$ cat config.mk
export PLATFORM = sky130hd
export DESIGN_NAME = crc16_apb
export DESIGN_NICKNAME = d
export VERILOG_FILES = /design/src/crc_byte_engine.v /design/src/crc16_apb.v
export VERILOG_INCLUDE_DIRS = /design/src
export SDC_FILE = /design/constraint.sdc
export NUM_CORES = 1
export LEC_CHECK = 0
export CAP_MARGIN = 20
export CORE_ASPECT_RATIO = 0.75
export CORE_UTILIZATION = 30
export DETAILED_ROUTE_END_ITERATION = 16
export DONT_BUFFER_PORTS = 1
export GPL_TIMING_DRIVEN = 0
export PLACE_DENSITY = 0.55
export SYNTH_ARGS = -nofsm -noshare
export SYNTH_HDL_FRONTEND = slang
export SYNTH_SLANG_ARGS = --single-unit
$ cat constraint.sdc
create_clock -name clock -period 2.55 [get_ports clock]
set_input_delay 0.51 -clock clock [delete_from_list [all_inputs] [get_ports clock]]
set_output_delay 0.51 -clock clock [all_outputs]
set_load 0.01 [all_outputs]
$ cat src/crc16_consts.vh
`ifndef CRC16_CONSTS_VH
`define CRC16_CONSTS_VH

// Register indices; the byte address on the bus is four times the index.
`define CRC_IDX_DATA_PLAIN     10'h000
`define CRC_IDX_DATA_REVERSED  10'h002
`define CRC_IDX_SEED_RESULT    10'h004
`define CRC_IDX_RESULT_REVERSE 10'h006

// Bus geometry.
`define CRC_ADDR_W             12
`define CRC_DATA_W             32
`define CRC_STRB_W             4

// Byte lanes of a 16-bit register.
`define CRC_LO_MSB             7
`define CRC_LO_LSB             0
`define CRC_HI_MSB             15
`define CRC_HI_LSB             8

// Reset values.
`define CRC_DATA_RESET         16'h0000
`define CRC_SEED_RESET         16'hffff
`define CRC_RDATA_RESET        32'h0000_0000

// Generator polynomial x^16 + x^12 + x^5 + 1 without the x^16 term.
`define CRC_POLY               16'h1021

`endif

$ cat src/crc_byte_engine.v
`timescale 1ns/1ps
`include "crc16_consts.vh"

// Folds one byte into the signature in a single cycle of combinational logic.
// The byte's bit 0 enters first, which matches a serial register that shifts
// the least significant data bit in first while the signature stays MSB-first.
module crc_byte_engine (
    input  wire [15:0] crcIn,
    input  wire [7:0]  dataByte,
    output reg  [15:0] crcOut
);

    reg     feedback;
    integer i;

    always @* begin
        crcOut   = crcIn;
        feedback = 1'b0;
        for (i = 0; i < 8; i = i + 1) begin
            feedback = crcOut[15] ^ dataByte[i];
            crcOut   = {crcOut[14:0], 1'b0} ^ (feedback ? `CRC_POLY : 16'h0000);
        end
    end

endmodule // crc_byte_engine

$ cat src/crc16_apb.v
//Contract
//RULE1: Every register takes word and byte accesses.
//RULE2: Low byte bits 7..0, high byte 15..8.
//RULE3: Plain data-in at index 0, folds into signature.
//RULE4: Reversed data-in write updates both result views.
//RULE5: Reversed data-in reads back plain data-in content.
//RULE6: Reversed data-in at index 2, resets zero.
//RULE7: Seed at index 4, mirror at 6, reset FFFF.
//RULE8: Seed write restarts calculation, reads back value.
//RULE9: Reversed port mirrors bits within each byte.
//RULE10: Word takes two cycles, low byte first.
//RULE11: Mirror register is signature with bits reversed.
//RULE12: Byte write folds one byte; reads see completed writes.
//
// Added by the designer: the APB interface to the registers.
`timescale 1ns/1ps
`include "crc16_consts.vh"

module crc16_apb (
    input  wire                     clock,
    input  wire                     nrst,
    input  wire                     psel,
    input  wire                     penable,
    input  wire                     pwrite,
    input  wire [`CRC_ADDR_W-1:0]   paddr,
    input  wire [`CRC_DATA_W-1:0]   pwdata,
    input  wire [`CRC_STRB_W-1:0]   pstrb,
    output wire [`CRC_DATA_W-1:0]   prdata,
    output wire                     pready,
    output wire                     pslverr
);

    // Swaps the bit order inside one byte when asked to.
    function [7:0] orientByte;
        input [7:0] value;
        input       mirror;
        integer     k;
        begin
            orientByte = value;
            if (mirror) begin
                for (k = 0; k < 8; k = k + 1) begin
                    orientByte[k] = value[7-k];
                end
            end
        end
    endfunction

    // Full 16-bit mirror of the signature.
    function [15:0] mirrorWord;
        input [15:0] value;
        integer      k;
        begin
            mirrorWord = value;
            for (k = 0; k < 16; k = k + 1) begin
                mirrorWord[k] = value[15-k];
            end
        end
    endfunction

    // Byte-lane merge used by every writable register.
    function [15:0] mergeLanes;
        input [15:0] oldValue;
        input [15:0] newValue;
        input        laneLo;
        input        laneHi;
        begin
            mergeLanes = oldValue;
            if (laneLo) begin
                mergeLanes[`CRC_LO_MSB:`CRC_LO_LSB] = newValue[`CRC_LO_MSB:`CRC_LO_LSB];
            end
            if (laneHi) begin
                mergeLanes[`CRC_HI_MSB:`CRC_HI_LSB] = newValue[`CRC_HI_MSB:`CRC_HI_LSB];
            end
        end
    endfunction

    // Matches an aligned word address against one register index.
    function regHit;
        input [9:0] index;
        input       isAligned;
        input [9:0] target;
        begin
            regHit = isAligned && (index == target);
        end
    endfunction

    // Fold sequencer states.
    localparam FOLD_IDLE = 1'b0;
    localparam FOLD_HIGH = 1'b1;

    // Registers.
    reg  [15:0]             dataInReg;
    reg  [15:0]             dataInNext;
    reg  [15:0]             crcReg;
    reg  [15:0]             crcNext;
    reg                     foldStateReg;
    reg                     foldStateNext;
    reg  [7:0]              pendingByteReg;
    reg  [7:0]              pendingByteNext;
    reg  [`CRC_DATA_W-1:0]  rdataReg;
    reg  [`CRC_DATA_W-1:0]  rdataNext;

    // Decode.
    wire [9:0]              wordIndex;
    wire                    aligned;
    wire                    hitPlain;
    wire                    hitReversed;
    wire                    hitSeed;
    wire                    hitMirror;
    wire                    hitAny;
    wire                    accessDone;
    wire                    laneLo;
    wire                    laneHi;
    wire                    writeData;
    wire                    writeSeed;
    wire                    captureRead;
    wire                    foldBusy;
    wire                    laneAny;
    wire                    writePlain;
    wire                    writeReversed;

    // Engine feed.
    wire [7:0]              firstByte;
    reg  [7:0]              feedByte;
    wire [15:0]             stepped;
    reg  [15:0]             readValue;

    assign wordIndex   = paddr[`CRC_ADDR_W-1:2];
    assign aligned     = (paddr[1:0] == 2'b00);
    assign hitPlain    = regHit(wordIndex, aligned, `CRC_IDX_DATA_PLAIN);     // see RULE3
    assign hitReversed = regHit(wordIndex, aligned, `CRC_IDX_DATA_REVERSED);  // see RULE6
    assign hitSeed     = regHit(wordIndex, aligned, `CRC_IDX_SEED_RESULT);    // see RULE7
    assign hitMirror   = regHit(wordIndex, aligned, `CRC_IDX_RESULT_REVERSE); // see RULE7
    assign hitAny      = hitPlain | hitReversed | hitSeed | hitMirror;

    assign foldBusy    = (foldStateReg == FOLD_HIGH);

    // The second byte of a word write holds the bus, so a following access
    // can never observe a half-folded signature.
    assign pready      = ~foldBusy; // see RULE12
    assign accessDone  = psel & penable & ~foldBusy;
    assign pslverr     = accessDone & ~hitAny;

    // Lane 0 carries bits 7..0 and lane 1 bits 15..8; upper lanes are ignored.
    assign laneLo      = pstrb[0]; // see RULE1
    assign laneHi      = pstrb[1]; // see RULE2

    assign laneAny       = laneLo | laneHi;
    assign writePlain    = accessDone & pwrite & hitPlain & laneAny;
    assign writeReversed = accessDone & pwrite & hitReversed & laneAny;
    assign writeData     = writePlain | writeReversed;
    assign writeSeed     = accessDone & pwrite & hitSeed & laneAny;

    // Read data is captured while the transfer is still in progress, from the
    // next-state values, so it is valid from the first access cycle.
    assign captureRead = psel & ~accessDone;

    // A lone high-lane write folds only the high byte.
    assign firstByte   = laneLo ? pwdata[`CRC_LO_MSB:`CRC_LO_LSB]
                                : pwdata[`CRC_HI_MSB:`CRC_HI_LSB]; // see RULE12

    // Byte that enters the engine in this cycle.
    always @* begin
        case (foldStateReg)
            FOLD_HIGH: begin
                feedByte = pendingByteReg; // see RULE10
            end
            FOLD_IDLE: begin
                feedByte = orientByte(firstByte, hitReversed); // see RULE9
            end
            default: begin
                feedByte = 8'h00;
            end
        endcase
    end

    crc_byte_engine engine (
        .crcIn    (crcReg),
        .dataByte (feedByte),
        .crcOut   (stepped)
    );

    // Sequencer: a full-word data-in write parks its high byte for one cycle.
    always @* begin
        foldStateNext   = foldStateReg;
        pendingByteNext = pendingByteReg;
        case (foldStateReg)
            FOLD_IDLE: begin
                if (writeData && laneLo && laneHi) begin
                    foldStateNext   = FOLD_HIGH; // see RULE10
                    pendingByteNext = orientByte(pwdata[`CRC_HI_MSB:`CRC_HI_LSB],
                                                 hitReversed); // see RULE9
                end
            end
            FOLD_HIGH: begin
                foldStateNext = FOLD_IDLE;
            end
            default: begin
                foldStateNext = FOLD_IDLE;
            end
        endcase
    end

    // Signature: one engine step per data byte, or a lane-wise seed load.
    always @* begin
        crcNext = crcReg;
        case (foldStateReg)
            FOLD_IDLE: begin
                if (writeData) begin
                    crcNext = stepped; // see RULE3 see RULE4
                end else if (writeSeed) begin
                    crcNext = mergeLanes(crcReg, pwdata[15:0], laneLo, laneHi); // see RULE8
                end
            end
            FOLD_HIGH: begin
                // Second cycle of a word: the high byte goes in now.
                crcNext = stepped; // see RULE10
            end
            default: begin
                crcNext = crcReg;
            end
        endcase
    end

    // Both data-in views share one storage word; the reversed port stores the
    // bytes as written, so either address reads back the same value.
    always @* begin
        dataInNext = dataInReg;
        if (writeData) begin
            dataInNext = mergeLanes(dataInReg, pwdata[15:0], laneLo, laneHi); // see RULE5
        end
    end

    // Read multiplexer over next-state values; the mirror view is never stored
    // separately, so it cannot drift from the signature.
    always @* begin
        readValue = 16'h0000;
        if (aligned) begin
            case (wordIndex)
                `CRC_IDX_DATA_PLAIN: begin
                    readValue = dataInNext;
                end
                `CRC_IDX_DATA_REVERSED: begin
                    readValue = dataInNext; // see RULE5
                end
                `CRC_IDX_SEED_RESULT: begin
                    readValue = crcNext; // see RULE8
                end
                `CRC_IDX_RESULT_REVERSE: begin
                    readValue = mirrorWord(crcNext); // see RULE11
                end
                default: begin
                    readValue = 16'h0000;
                end
            endcase
        end
    end

    always @* begin
        rdataNext = rdataReg;
        if (captureRead) begin
            rdataNext = {16'h0000, readValue};
        end
    end

    // One process per register keeps each reset value beside its flop.
    always @(posedge clock) begin
        if (!nrst) begin
            dataInReg <= `CRC_DATA_RESET; // see RULE6
        end else begin
            dataInReg <= dataInNext;
        end
    end

    always @(posedge clock) begin
        if (!nrst) begin
            crcReg <= `CRC_SEED_RESET; // see RULE7
        end else begin
            crcReg <= crcNext;
        end
    end

    always @(posedge clock) begin
        if (!nrst) begin
            foldStateReg <= FOLD_IDLE;
        end else begin
            foldStateReg <= foldStateNext;
        end
    end

    always @(posedge clock) begin
        if (!nrst) begin
            pendingByteReg <= 8'h00;
        end else begin
            pendingByteReg <= pendingByteNext;
        end
    end

    always @(posedge clock) begin
        if (!nrst) begin
            rdataReg <= `CRC_RDATA_RESET;
        end else begin
            rdataReg <= rdataNext;
        end
    end

    assign prdata = rdataReg;

endmodule // crc16_apb

==> results of run 1 <==
==> synth_stat cells (4+ instances only) <==
master,count
and2_1,4
inv_1,4
and3_1,13
o221ai_1,5
xor2_1,4
a211oi_1,6
xnor2_1,8
a311oi_1,8
a221oi_1,5
clkbuf_1,19
nor2b_1,8
o31ai_1,5
nor4_4,6
nand3_1,4
buf_2,5
buf_4,18
mux2i_1,41
dfxtp_1,57
o22ai_1,12
nor2_1,45
nor3_1,12
mux2_2,10
nand2_1,100
a21oi_1,38
o21ai_0,20
==> worst paths after layout <==
check / start / to / slack [ps] / depth (start not counted)
min: pwdata[6] / dataInReg[6]$_SDFF_PN0_ / 310 / 2
max: paddr[9] / prdata[12]$_SDFFE_PN0P_ / -1 / 10
min reg2reg: dataInReg[7]$_SDFF_PN0_ / dataInReg[7]$_SDFF_PN0_ / 500 / 2
max reg2reg: foldBusy$_SDFF_PP0_ / prdata[12]$_SDFFE_PN0P_ / 30 / 11
==> state kept, by name (all words and copies together) (netlist names) <==
name and count:
dataInReg 16, pendingByteReg 8, prdata 16, foldBusy 1, crcReg 16
==> what timing repair did <==
action / 4_1_cts / 5_1_grt
buffers inserted: 20 / 4
pin swaps: 16 / 11
endpoints found under the hold margin: 0 / 0
gates resized for setup: 30 / 37
setup endpoints to repair: 24 / 20
==> metrics by stage <==
step                      hold slack (ps)  utilization  power (mW)  instances  TNS (ps)
final                               309.0       0.3982       2.506        721    -1.430
after global routing                307.0       0.3982       2.572        721    -187.0
after CTS                           305.6       0.3865       2.489        719         0
after detailed placement            476.5       0.3370       1.133        683    -15560
after global placement              460.6       0.3370       1.130        683    -14210
after floorplan                     450.4            -       1.089        517    -272.1
==> power breakdown <==
| group | switching [mW] | internal (mW) | leakage [nW] |
|---|---|---|---|
| sequential | 0.0000306 | 0.892 | 0.460 |
| clock | 0.431 | 0.909 | 0.157 |
| combinational | 0.154 | 0.120 | 1.31 |
==> routing by layer <==
layer | track usage | vias to the layer above | part of all wire | wire length [um]
met4 | 0.06482 | 0 | 0.016 | 238
met1 | 0.2890 | 2005 | 0.45 | 6587
met5 | 0 | - | 0 | 0
met2 | 0.3336 | 211 | 0.43 | 6403
li1 | - | 1873 | - | -
met3 | 0.07958 | 20 | 0.11 | 1564
==> cell families (layout without fill, tap and decap cells) <==
kind of cell           after synthesis  count (layout)
other                                1              16
flip-flops                          57              57
multiplexers                        52              52
AND/OR/NAND/NOR                    213             213
buffers and inverters               49              87
XOR/XNOR                            16              16
AO/OA/AOI/OAI                      114             114
==> layout make-up <==
cell class	instances	area, sq um	share of cell area
well taps	166	207.7	0.04165
plain buffers	43	304.0	0.06096
repair buffers	24	217.7	0.04365
clock buffers	14	264.0	0.05294
flip-flops and latches	57	1141	0.2288
multi-input cells	411	2778	0.5569
clock inverters	2	60.06	0.01204
inverters	4	15.01	0.003011
==> results.yml, run 1 <==
synth:
  synth_top_area_share: 0.2895
  synth-adder-area-share: 0
  yosys.area_share.simple: 0.2752
  ys_seq_area_frac: 0.2895
  synth_compound_area_frac: 0.1863
  yosys.cell_types.count: 53
  synth-seq-cells: 57
  ys.flop_type: "dfxtp_1"
  synth_largest_area_cell: "dfxtp_1"
  synth_edf_count: 0
  synth_top_family_by_area: "simple AND/OR/NAND/NOR gates"
  synth-async-reset-ratio: 0
  muxShareOfSynthArea: 0.1356
  netlist_area_sq_um: 3941
  synth_cells: 502
  yosysWarnings: 0
  syn_area_per_cell_sq_um: 7.851
  synth_xor_area_frac: 0.04317
  synth_area_leaders: "dfxtp_1 29%, mux2i_1 10%, nand2_1 9.5%"
pwr:
  vdd_drop_max_uv: 319.3
  power_density_nw_per_um2: 502.5
  p_leak_nw: 1.930
cells_and_area:
  antenna_cells: 0
  finalInstanceArea_sq_um: 4987
  area_growth_pct: 26.54
  final.fill_count: 1245
  finalNetCount: 603
  final_common_cell: "nand2_1"
  layout-drive-gt1-share: 0.2396
  final_cell_mix: "97 x nand2_1, 57 x dfxtp_1, 45 x nor2_1, 38 x buf_4, 36 x a21oi_1"
sta:
  finalSetupViolCount: 1
  worst_clock_skew_ps: 7.674
  rsz0062_at_grt: "yes"
  hold_violations: 0
  fin_ws_ps: -1.430
  fmax_ghz: 0.3919
  drv_slew: 0
  max-slew-margin-rel: 0.5434
  finalCritPeriodShare: 1.001
  tightest_slew_ps: 684.8
  period_needed_ps: 2551
floorplan:
  core_sq_um: 12520
  start_util: 0.3147
  ios: 87
  fp.dieH_um: 101.3
  die_width_um: 134.4
  std_cell_rows: 35
  dieArea_sq_um: 13610
setup_path:
  cp_max_fo: 8
  required_ps: 2750
  max_stage_delay_ps: 530
  worstSetupEndpointType: "flop"
  path_buf_inv: 3
  arrival_ps: 2750
  critPathSlowestCell: "or4_4"
  crit_type: "in2reg"
  cp-start-kind: "input pin"
  cpLargestDelayFamily: "simple AND/OR/NAND/NOR gates"
  crit_chain: "or4_4 -> or3_1 -> buf_6 -> nor2_4 -> buf_12 -> buf_4 -> mux2i_4 -> o21ai_1 -> a211oi_2 -> a211oi_1"
grt:
  grt_overflow: 0
  grt_pass1_vias: 3920
  grt_usage: 0.2189
  antenna_found_initial: 0
  grt_max_degree: 11
  grt_first_pass_wirelength_um: 22050
clock_network:
  cts_sinks: 57
  htree_num_levels: 3
  cts_root_buf: "clkbuf_16"
  clk_latency_ps: 340
  cts.clk_slew.worst_paths_ps: 50
  cts_buffer_depth: 2
  cts.hold.buffers_added: 0
  numCtsBuffers: 9
  cts_tree: "yes"
drt:
  drtIter0Drc: 342
  antenna_left: 0
  drt-total-wl_um: 14790
  drc: 0
  wl_per_cell_um: 20.52
  routed-via-count: 4109
  drtPass1Iterations: 5
  post_drt_via_cell_ratio: 5.699
placed_design:
  gp_congestion: 1.011
  post-place-ws_ps: -772.7
  portBuffers: 0
  dpl_cell_area_sq_um: 4220
  dpl.hpwl_um: 10950
outcome:
  violations: "negative setup slack"
  status: "finished with violations"
hold_path:
  hold_path.class: "in2reg"
run:
  drv_cap: 0
Note: power is estimated with default switching activity, not from simulation.
==> inputs of run 2 (changes only) <==
==> constraint.sdc (replaced) <==
create_clock -name clock -period 2.3 [get_ports clock]
set_input_delay 0.46 -clock clock [delete_from_list [all_inputs] [get_ports clock]]
set_output_delay 0.46 -clock clock [all_outputs]
set_load 0.01 [all_outputs]
==> results.yml, run 2 (synthesis gave the netlist of run 1 again) <==
outcome:
  status: "finished clean"
cells_and_area:
  antenna_cells: 0
  final_common_cell: "nand2_1"
  final.fill_count: 1190
  final_cell_mix: "94 x nand2_1, 59 x buf_4, 56 x dfxtp_1, 42 x nor2_1, 31 x a21oi_1"
  area_growth_pct: 44.98
  multi_input_area_sq_um: 3216
  finalNetCount: 633
  seq_area_sq_um: 1145
  finalInstanceArea_sq_um: 5714
  layout-drive-gt1-share: 0.3488
hold_path:
  hp-start: "pwdata[4]"
  hold_depth: 2
  hold_path.class: "in2reg"
  whs_endpoint: "dataInReg[4]$_SDFF_PN0_"
sta:
  worst_clock_skew_ps: 5.291
  tightest_slew_ps: 669.1
  fmax_ghz: 0.4348
  timing.hold.ws_ps: 254.4
  hold_violations: 0
  rsz0062_at_grt: "yes"
  finalCritPeriodShare: 0.9999
  tns_ps: 0
  drv_slew: 0
  max-slew-margin-rel: 0.5539
  period_needed_ps: 2300
  finalSetupViolCount: 0
clock_network:
  cts.hold.buffers_added: 0
  cts_root_buf: "clkbuf_16"
  cts_sinks: 57
  cts.clk_slew.worst_paths_ps: 50
  cts_tree: "yes"
  cts_buffer_depth: 2
  numCtsBuffers: 9
  htree_num_levels: 3
  clk_latency_ps: 340
grt:
  grt_first_pass_wirelength_um: 22410
  grt_overflow: 0
  use_met3: 0.06857
  grt_pass1_vias: 3945
  antenna_found_initial: 0
  grt-busiest-layer: "met2"
  grt_max_degree: 11
  grt_use_met1: 0.3056
  grtUsageMet2: 0.3344
  grt_usage: 0.2241
floorplan:
  fp.dieH_um: 101.3
  std_cell_rows: 35
  start_util: 0.3147
  core_sq_um: 12520
  ios: 87
  dieArea_sq_um: 13610
  die_width_um: 134.4
setup_path:
  crit_type: "in2reg"
  r2r_slack_ps: 40
  worstSetupEndpointType: "flop"
  required_ps: 2520
  r2r-start: "foldBusy$_SDFF_PP0_"
  cp-start-kind: "input pin"
  arrival_ps: 2520
  max_stage_delay_ps: 550
  r2r_end: "prdata[14]$_SDFFE_PN0P_"
  critPathSlowestCell: "or4_4"
  cp_max_fo: 6
  crit_chain: "or4_4 -> or3_4 -> nor2_4 -> buf_12 -> mux2i_4 -> o22ai_4 -> a2111oi_4 -> o31ai_1"
  rr_worst_depth: 11
pwr:
  clockPowerShare: 0.477
  power_density_nw_per_um2: 463.2
  p_seq_frac: 0.373
  p_leak_nw: 2.208
  p_switching_mw: 0.6687
  vdd_drop_max_uv: 398.3
  comb_power_share: 0.150
  internal_power_mw: 1.978
  swShare: 0.2527
drt:
  drtIter0Drc: 450
  post_drt_via_cell_ratio: 5.725
  wl_per_cell_um: 20.76
  routed-via-count: 4282
  drtPass1Iterations: 6
  drt-total-wl_um: 15530
  antenna_left: 0
  drc: 0
placed_design:
  gp_congestion: 0.9266
  dpl_cell_area_sq_um: 4277
  portBuffers: 0
  dpl.hpwl_um: 10780
run:
  drv_cap: 0
## run 2: cell count changes in the layout (fill, tap and decap cells not counted), moves of 6 or more
cell / delta
buf_4: +21
buf_6: +11
mux2i_1: -7
mux2i_4: +12
o22ai_1: -6
xnor2_1: -6
## run 2: what timing repair did
item | CTS | global route
endpoints found under the setup margin | 31 | 21
pin swaps | 27 | 34
setup buffers | 32 | 24
cloned | 0 | 0
resized for setup | 85 | 68
## run 2: cell type report
type,count,share of cell area
Buffer,41,0.05956
Clock buffer,13,0.04730
Inverter,4,0.002628
Multi-Input combinational cell,411,0.5627
Sequential cell,57,0.2004
Tap cell,166,0.03635
Timing Repair Buffer,56,0.09109
## run 2: how the worst max path moves through the flow
| stage | slack (ps) | to | from |
|---|---|---|---|
| finish | 0.3 | prdata[15]$_SDFFE_PN0P_ | paddr[9] |
| detailed placement | -1090 | prdata[4]$_SDFFE_PN0P_ | foldBusy$_SDFF_PP0_ |
| CTS | 3 | prdata[13]$_SDFFE_PN0P_ | foldBusy$_SDFF_PP0_ |
| global placement | -1070 | prdata[13]$_SDFFE_PN0P_ | foldBusy$_SDFF_PP0_ |
| floorplan | -310 | prdata[14]$_SDFFE_PN0P_ | paddr[9] |
| global route | -50 | prdata[15]$_SDFFE_PN0P_ | paddr[9] |
## run 2: layer usage
| layer | wire [um] | up-vias | share of wire |
|---|---|---|---|
| li1 | - | 1921 | - |
| met1 | 6633 | 2068 | 0.43 |
| met2 | 6765 | 261 | 0.44 |
| met3 | 1831 | 32 | 0.12 |
| met4 | 298 | 0 | 0.019 |
| met5 | 0 | - | 0 |
## run 2: power groups by stage
stage / sequential [mW] / clock (mW) / combinational (mW)
2_1_floorplan: 1.01 / 0 / 0.197
3_3_place_gp: 1.01 / 0 / 0.245
3_5_place_dp: 1.01 / 0 / 0.247
4_1_cts: 0.989 / 1.27 / 0.315
5_1_grt: 0.987 / 1.32 / 0.417
6_report: 0.988 / 1.26 / 0.397
## run 2: critical path: cells and delay by family
family | cells | cell delay [ps]
AO/OA/AOI/OAI | 3 | 540
AND/OR/NAND/NOR | 3 | 1090
buffers and inverters | 1 | 150
multiplexers | 1 | 280
## run 2: through the flow
step	worst slack (ps)	std cells	total power [mW]	utilization
6_report	0.2953	748	2.647	0.4562
5_1_grt	-51.57	748	2.725	0.4562
4_1_cts	3.479	726	2.573	0.4149
3_5_place_dp	-1085	683	1.256	0.3415
3_3_place_gp	-1073	683	1.254	0.3415
2_1_floorplan	-311.3	517	1.206	-
